==> src/tire_pkg.sv <==
`default_nettype none
package tire_pkg;
  // ---------------------------------------------------------------
  // clock and divider
  // ---------------------------------------------------------------
  localparam int          CLK_HZ          = 25000000;
  localparam int          OSC_HZ          = 5400;
  localparam int          OSC_DIV         = (CLK_HZ + OSC_HZ - 1) / OSC_HZ;
  localparam int          WAKE_STAGES     = 14;
  localparam int          RST_STAGES      = 10;
  localparam int          CHAIN_W         = WAKE_STAGES + RST_STAGES;
  localparam int          RST_PULSE_TICKS = 2;
  localparam logic [23:0] CHAIN_RESET     = 24'h000000;
  // ---------------------------------------------------------------
  // serial
  // ---------------------------------------------------------------
  localparam int          THR_W           = 8;
  localparam logic [7:0]  THR_RESET       = 8'h00;
  localparam logic [3:0]  BITS_RESET      = 4'h0;
  // ---------------------------------------------------------------
  // mode codes {hi, lo}
  // ---------------------------------------------------------------
  localparam logic [1:0]  MODE_STANDBY    = 2'h0;
  localparam logic [1:0]  MODE_PRESSURE   = 2'h1;
  localparam logic [1:0]  MODE_TEMP       = 2'h2;
  localparam logic [1:0]  MODE_READ       = 2'h3;
endpackage
`default_nettype wire

==> src/tire_divider.sv <==
`timescale 1ns/1ps
`default_nettype none
module tire_divider #(
  parameter int OSC_DIV     = tire_pkg::OSC_DIV,
  parameter int WAKE_STAGES = tire_pkg::WAKE_STAGES,
  parameter int RST_STAGES  = tire_pkg::RST_STAGES
) (
  input  wire logic clk_i,
  input  wire logic rstn_i,
  output logic      osc_tick_o,
  output logic      wake_pulse_o,
  output logic      host_rst_pulse_o
);
  localparam int CHAIN_W = WAKE_STAGES + RST_STAGES;

  if (OSC_DIV < 1) begin : g_bad_div
    $error("OSC_DIV must be at least 1");
  end
  if (WAKE_STAGES < 1 || RST_STAGES < 1 || CHAIN_W > 32) begin : g_bad_chain
    $error("divider stage counts out of range");
  end

  typedef struct packed {
    logic [31:0]        pre;
    logic [CHAIN_W-1:0] chain;
    logic [1:0]  rst_left;
    logic        wake;
  } div_t;

  div_t st;
  div_t next_st;
  logic tick;

  assign tick = (st.pre == 32'(OSC_DIV - 1));

  // ---------------------------------------------------------------
  // chain
  // ---------------------------------------------------------------
  always_comb begin
    next_st      = st;
    next_st.wake = 1'b0;
    if (tick) begin
      next_st.pre   = 32'h0;
      next_st.chain = st.chain + CHAIN_W'(1);
      if (st.chain[WAKE_STAGES-1:0] == {WAKE_STAGES{1'b1}}) begin
        next_st.wake = 1'b1;
      end
      if (st.chain == {CHAIN_W{1'b1}}) begin
        next_st.rst_left = 2'(tire_pkg::RST_PULSE_TICKS);
      end else if (st.rst_left != 2'h0) begin
        next_st.rst_left = st.rst_left - 2'h1;
      end
    end else begin
      next_st.pre = st.pre + 32'h1;
    end
  end

  always_ff @(posedge clk_i) begin
    if (!rstn_i) begin
      st.pre      <= 32'h0;
      st.chain    <= CHAIN_W'(tire_pkg::CHAIN_RESET);
      st.rst_left <= 2'h0;
      st.wake     <= 1'b0;
    end else begin
      st <= next_st;
    end
  end

  assign osc_tick_o       = tick;
  assign wake_pulse_o     = st.wake;
  assign host_rst_pulse_o = (st.rst_left != 2'h0);
endmodule // tire_divider
`default_nettype wire

==> src/tire_sensor_mode_and_wake_timer.sv <==
`timescale 1ns/1ps
`default_nettype none
// How it works
// - pins hi,lo decode standby, pressure, temperature, read; comparator stage only in read.
// - oscillator and dividers run in every mode; multiplexer closes only in pressure and temperature, threshold shifts only in standby and read.
// - lo only high powers pressure circuit and connects it to sample capacitor.
// - lo falling opens multiplexer first, then pressure circuit powers down.
// - hi only high powers temperature circuit and connects it to capacitor.
// - hi falling opens multiplexer first, then temperature circuit powers down.
// - overvoltage on hi pin enters trim/test mode, overriding normal decoding.
// - oscillator tick at 5.4 kHz, divided by 16384 for the wake pulse.
// - in standby output sits high and pulses low at each wake overflow.
// - in read mode output shows sampled voltage compared with 8-bit threshold.
// - active-low host reset pulses at full 2^24 divider overflow, any mode.
// - each host reset pulse lasts exactly two oscillator cycles.
// - host reset pulse coincides with a wake output pulse.
// - unconnected mode and serial inputs read as low via pull-downs.
// - serial bits on serial_in set the comparator threshold.
// - ten further stages after the wake divider make the host reset.
// - bit counter cleared in measurement modes, counting in standby and read.
// - shift msb first on rising serial clock; load threshold on eighth fall.
module tire_sensor_mode_and_wake_timer #(
  parameter int OSC_DIV     = tire_pkg::OSC_DIV,
  parameter int WAKE_STAGES = tire_pkg::WAKE_STAGES,
  parameter int RST_STAGES  = tire_pkg::RST_STAGES
) (
  input  wire logic       clk_i,
  input  wire logic       rstn_i,
  input  wire logic       mode_sel_lo_i,
  input  wire logic       mode_sel_hi_i,
  input  wire logic       trim_hv_i,
  input  wire logic       serial_clk_i,
  input  wire logic       serial_in_i,
  input  wire logic       comp_above_i,
  output logic [7:0]      threshold_reg_o,
  output logic            press_power_o,
  output logic            temp_power_o,
  output logic            mux_press_o,
  output logic            mux_temp_o,
  output logic            comp_enable_o,
  output logic            trim_mode_o,
  output logic            out_o,
  output logic            host_rst_n_o
);
  if (OSC_DIV < 1) begin : g_bad_div
    $error("OSC_DIV must be at least 1");
  end

  typedef enum logic [3:0] {
    ST_STANDBY  = 4'h1,
    ST_PRESSURE = 4'h2,
    ST_TEMP     = 4'h4,
    ST_READ     = 4'h8
  } mode_t;

  typedef struct packed {
    mode_t mode;
    logic  press_pwr;
    logic  temp_pwr;
    logic  mux_p;
    logic  mux_t;
    logic  trim;
    logic  out;
    logic  rst_n;
  } top_t;

  top_t st;
  top_t next_st;
  logic wake_pulse;
  logic host_rst_pulse;
  logic [1:0] sel;

  function automatic mode_t decode_mode(input logic [1:0] code);
    mode_t m;
    m = ST_STANDBY;
    unique case (code)
      tire_pkg::MODE_STANDBY:  m = ST_STANDBY;
      tire_pkg::MODE_PRESSURE: m = ST_PRESSURE;
      tire_pkg::MODE_TEMP:     m = ST_TEMP;
      tire_pkg::MODE_READ:     m = ST_READ;
    endcase
    return m;
  endfunction

  // pins are pulled down, so an open pin already arrives as 0
  assign sel = {mode_sel_hi_i, mode_sel_lo_i};

  // ---------------------------------------------------------------
  // divider and serial
  // ---------------------------------------------------------------
  tire_divider #(
    .OSC_DIV    (OSC_DIV),
    .WAKE_STAGES(WAKE_STAGES),
    .RST_STAGES (RST_STAGES)
  ) u_div (
    .clk_i           (clk_i),
    .rstn_i          (rstn_i),
    .osc_tick_o      (),
    .wake_pulse_o    (wake_pulse),
    .host_rst_pulse_o(host_rst_pulse)
  );

  tire_serial u_ser (
    .clk_i          (clk_i),
    .rstn_i         (rstn_i),
    .count_clear_i  (sel == tire_pkg::MODE_PRESSURE || sel == tire_pkg::MODE_TEMP),
    .serial_clk_i   (serial_clk_i),
    .serial_in_i    (serial_in_i),
    .threshold_reg_o(threshold_reg_o)
  );

  // ---------------------------------------------------------------
  // mode sequencing
  // ---------------------------------------------------------------
  always_comb begin
    next_st       = st;
    next_st.trim  = trim_hv_i;
    next_st.rst_n = ~host_rst_pulse;
    if (trim_hv_i) begin
      next_st.mode      = ST_STANDBY;
      next_st.mux_p     = 1'b0;
      next_st.mux_t     = 1'b0;
      next_st.press_pwr = st.mux_p;
      next_st.temp_pwr  = st.mux_t;
    end else begin
      next_st.mode = decode_mode(sel);
      // pressure path: open mux one cycle before power off
      if (next_st.mode == ST_PRESSURE) begin
        next_st.press_pwr = 1'b1;
        next_st.mux_p     = st.press_pwr;
      end else begin
        next_st.mux_p     = 1'b0;
        next_st.press_pwr = st.mux_p;
      end
      if (next_st.mode == ST_TEMP) begin
        next_st.temp_pwr = 1'b1;
        next_st.mux_t    = st.temp_pwr;
      end else begin
        next_st.mux_t    = 1'b0;
        next_st.temp_pwr = st.mux_t;
      end
    end
    unique case (next_st.mode)
      ST_STANDBY:  next_st.out = ~wake_pulse;
      ST_READ:     next_st.out = comp_above_i & ~wake_pulse;
      ST_PRESSURE: next_st.out = ~wake_pulse;
      ST_TEMP:     next_st.out = ~wake_pulse;
    endcase
  end

  always_ff @(posedge clk_i) begin
    if (!rstn_i) begin
      st.mode      <= ST_STANDBY;
      st.press_pwr <= 1'b0;
      st.temp_pwr  <= 1'b0;
      st.mux_p     <= 1'b0;
      st.mux_t     <= 1'b0;
      st.trim      <= 1'b0;
      st.out       <= 1'b1;
      st.rst_n     <= 1'b1;
    end else begin
      st <= next_st;
    end
  end

  assign press_power_o = st.press_pwr;
  assign temp_power_o  = st.temp_pwr;
  assign mux_press_o   = st.mux_p;
  assign mux_temp_o    = st.mux_t;
  assign comp_enable_o = (st.mode == ST_READ) && !st.trim;
  assign trim_mode_o   = st.trim;
  assign out_o         = st.out;
  assign host_rst_n_o  = st.rst_n;
endmodule // tire_sensor_mode_and_wake_timer
`default_nettype wire

==> src/tire_serial.sv <==
`timescale 1ns/1ps
`default_nettype none
module tire_serial (
  input  wire logic       clk_i,
  input  wire logic       rstn_i,
  input  wire logic       count_clear_i,
  input  wire logic       serial_clk_i,
  input  wire logic       serial_in_i,
  output logic [7:0]      threshold_reg_o
);
  typedef struct packed {
    logic [7:0] shift;
    logic [7:0] thr;
    logic [3:0] bits;
    logic       clk_q;
  } ser_t;

  ser_t st;
  ser_t next_st;

  // ---------------------------------------------------------------
  // shift and load
  // ---------------------------------------------------------------
  always_comb begin
    next_st       = st;
    next_st.clk_q = serial_clk_i;
    if (count_clear_i) begin
      next_st.bits = tire_pkg::BITS_RESET;
    end else if (serial_clk_i && !st.clk_q) begin
      next_st.shift = {st.shift[6:0], serial_in_i};
    end else if (!serial_clk_i && st.clk_q) begin
      if (st.bits == 4'h7) begin
        next_st.thr  = st.shift;
        next_st.bits = 4'h0;
      end else begin
        next_st.bits = st.bits + 4'h1;
      end
    end
  end

  always_ff @(posedge clk_i) begin
    if (!rstn_i) begin
      st.shift <= tire_pkg::THR_RESET;
      st.thr   <= tire_pkg::THR_RESET;
      st.bits  <= tire_pkg::BITS_RESET;
      st.clk_q <= 1'b0;
    end else begin
      st <= next_st;
    end
  end

  assign threshold_reg_o = st.thr;
endmodule // tire_serial
`default_nettype wire
==> config.mk <==
export PLATFORM = sky130hd
export DESIGN_NAME = tire_sensor_mode_and_wake_timer
export DESIGN_NICKNAME = d
export VERILOG_FILES = /design/src/tire_pkg.sv /design/src/tire_divider.sv /design/src/tire_sensor_mode_and_wake_timer.sv /design/src/tire_serial.sv
export SDC_FILE = /design/constraint.sdc
export NUM_CORES = 1
export LEC_CHECK = 0
export ABC_AREA = 1
export BUFFER_PORTS_ARGS = -buffer_cell sky130_fd_sc_hd__buf_2
export CORE_UTILIZATION = 60
export DETAILED_ROUTE_END_ITERATION = 12
export GPL_TIMING_DRIVEN = 0
export PLACE_DENSITY_LB_ADDON = 0.2
export SLEW_MARGIN = 20
export SYNTH_ARGS = -nofsm -noshare
export SYNTH_HDL_FRONTEND = slang
export SYNTH_SLANG_ARGS = --single-unit
==> constraint.sdc <==
create_clock -name clk_i -period 1.81 [get_ports clk_i]
set_input_delay 0.543 -clock clk_i [delete_from_list [all_inputs] [get_ports clk_i]]
set_output_delay 0.543 -clock clk_i [all_outputs]
set_load 0.01 [all_outputs]
==> metrics.md <==
| Metric | Value |
|---|---|
| Status | `finished, final reports clean` |
| Initial antenna violation count | `0` |
| Die W | `90.35 µm` |
| Largest net degree at the start of global routing | `17` |
| DRC | `0` |
| Antenna Violating Nets Remaining | `0` |
| Largest area contributor in the synthesized netlist | `dfxtp_1` |
| Crit path max fanout | `1` |
| Share of the synthesized area in the top cell type | `38.90%` |
| Req. time, crit path | `1270 ps` |
| Leakage power | `2.016 nW` |
| Post-synth EDFFs | `0` |
| Top post-synthesis cells by area | `dfxtp_1 39%, nand2_1 14%, nor2_1 9.6%` |
| GRT Total Usage | `26.64%` |
| Initial Util | `63.22%` |
| Cts hold-fix bufs | `0` |
| Worst Setup Path Type | `register to output port` |
| Antenna cells | `0` |
| Power density over cell area | `693.8 nW/µm²` |
| First-pass GRT wire length | `17.71 mm` |
| Count leader, synth | `nand2_1` |
| Hold path start | `serial_clk_i` |
| Ys Warns | `0` |
| GRT Residual Overflow | `0` |
| Commonest cells post-synth | `172 x nand2_1, 120 x nor2_1, 91 x dfxtp_1, 90 x inv_1, 55 x a21oi_1` |
| Hold WS | `386.1 ps` |
| IO Port Bufs | `23` |
| Final worst path period share | `90.90%` |
| Dpl hpwl | `7.733 mm` |
| Placer congestion estimate | `0.8608` |
| CTS Buf Count | `9` |
| Routed WL per cell | `12.36 µm` |
| Max Cap Viol | `0` |
| Die Area | `8163 µm²` |
| Final min period | `1645 ps` |
| Critical path launch point type | `register` |
| Clock Latency Late Sink | `360 ps` |
| Die Ht | `90.35 µm` |
| Avg Cell Area, Syn | `6.596 µm²` |
| Number of global-route vias before repair | `4026` |
| Flops & latches, synth | `91` |
| Worst Hold Endpoint | `u_ser.st[0]` |
| Mapped Nets | `727` |
| Post-synthesis sequential area ratio | `38.90%` |
| DRT iter0 DRCs | `278` |
| Pins Over Slew Limit | `0` |
| Count of final hold-check violations | `0` |
| Slew HR | `63.92%` |
| Post-route total power | `3.600 mW` |
| FMAX | `607.8 MHz` |
| Core area | `7408 µm²` |
| DR vias/cell | `5.250` |
| Asr flop ratio synth | `0%` |
| Reg-to-reg critical path startpoint | `u_div.st[3]` |
| Hold depth | `3` |
| Crit path capture type | `output port` |
| Worst hold path type | `input pin to register` |
| Critical path origin | `st[8]` |
| Setup TNS | `0 ps` |
| Peak supply drop | `0.0005548 V` |
| Mapped cell area | `4683 µm²` |
| Main synth FF type | `dfxtp_1` |
| Row count | `31` |
| Syn-to-layout area delta | `10.79%` |
| First-pass iteration count of the detailed router | `5` |
| Worst r2r dst | `u_div.st[1]` |
| Worst-Margin Slew | `541.2 ps` |
| Post-layout util | `70.04%` |
| Final instance area | `5189 µm²` |
| Clk sinks | `91` |
| Synth Instances | `710` |
| Worst Reg-to-Reg Cells | `10` |
| R2R setup slack | `170 ps` |
| DR vias | `4468` |
| Layout Skew | `13.25 ps` |
| Final setup violation count | `0` |
| Clock Path Buffers | `2` |
| Fraction of layout cells with a size suffix above 1 | `11.57%` |
| TritonCTS clock tree | `yes` |
| Netlist cell types | `30` |
| Nets | `765` |
| Unrepaired setup endpoints after global routing | `yes` |
| CTS root buffer | `clkbuf_8` |
| WL final | `10.52 mm` |
| CP arrival | `1100 ps` |
| H-tree depth | `3` |
| Placed inst area | `4922 µm²` |
| CTS clk-pin slew, worst paths | `90 ps` |
| Num ports | `24` |
## where the power goes
part           internal, mW  switching (mW)  total [mW]
registers              2.03          0.0160        2.04
clock network         0.648           0.760        1.41
logic                0.0483          0.0992       0.148
total                  2.72           0.875        3.60
## what timing repair did
item | 4_1_cts | 5_1_grt
setup buffers | 0 | 4
endpoints found under the setup margin | 0 | 50
resized for setup | 0 | 15
## stage by stage
step	setup slack, ps	instances
final	164.7	851
after global routing	-31.26	851
after CTS	16.97	847
after detailed placement	-120.2	832
after global placement	-83.87	832
after floorplan	205.4	710
## critical path: stages, from the launching register on
cell and delay, ps:
dfxtp_1 310, nor4_1 260, buf_2 180
## how the worst max path moves through the flow
| stage | to | cells past startpoint |
|---|---|---|
| floorplan | u_ser.st[19] | 7 |
| global placement | u_ser.st[19] | 8 |
| detailed placement | u_ser.st[19] | 8 |
| CTS | u_div.st[45] | 10 |
| global route | u_div.st[1] | 11 |
| finish | comp_enable_o | 2 |
## metal layers
metal	share of wire [%]	vias up	wire length [µm]	global-route usage, %
met5	0	-	0	0
met4	0.94	0	99	7.124
met3	6.9	12	730	6.313
met2	46	137	4853	43.51
met1	46	2015	4837	35.32
li1	-	2304	-	-
## cell families (layout without fill, tap and decap cells)
| logic type | after synthesis | count (layout) | share of synthesized area (%) |
|---|---|---|---|
| AND/OR/NAND/NOR | 397 | 397 | 36.12 |
| buffers and inverters | 115 | 157 | 10.66 |
| flip-flops | 91 | 91 | 38.90 |
| AO/OA/AOI/OAI | 80 | 80 | 8.549 |
| XOR/XNOR | 18 | 18 | 3.366 |
| adder cells (fa/ha/maj) | 9 | 9 | 2.405 |
## sequential cells by signal, indices dropped and copies added, names as in the netlist
| name | cells |
|---|---|
| press_power_o | 1 |
| trim_mode_o | 1 |
| u_ser.st | 13 |
| host_rst_n_o | 1 |
| u_div.st | 58 |
| u_ser.threshold_reg_o | 8 |
| u_div.wake_pulse_o | 1 |
| out_o | 1 |
| mux_temp_o | 1 |
| mux_press_o | 1 |
| st | 4 |
| temp_power_o | 1 |
## cell usage in the layout (no fill, tap or decap), drive strengths merged, types with 4 or more instances in the layout
cell type  synthesis  routed
clkbuf             6      15
nand3             54      54
buf               17      44
o21ai             25      25
dfxtp             91      91
nor2             128     128
nand2            175     175
xnor2              8       8
nor3b              4       4
nor3              14      14
a21oi             55      55
inv               91      94
nand4             11      11
xor2              10      10
or2                4       4
ha                 9       9
## final cells by class
cell class	count	area (µm²)
Multi-Input combinational cell	504	2395
Fill cell	662	2220
Sequential cell	91	1829
Inverter	92	345.3
Buffer	23	153.9
Timing Repair Buffer	27	145.1
Clock buffer	9	123.9
Tap cell	99	123.9
Clock inverter	6	72.57
Note: power is estimated with default switching activity, not from simulation.
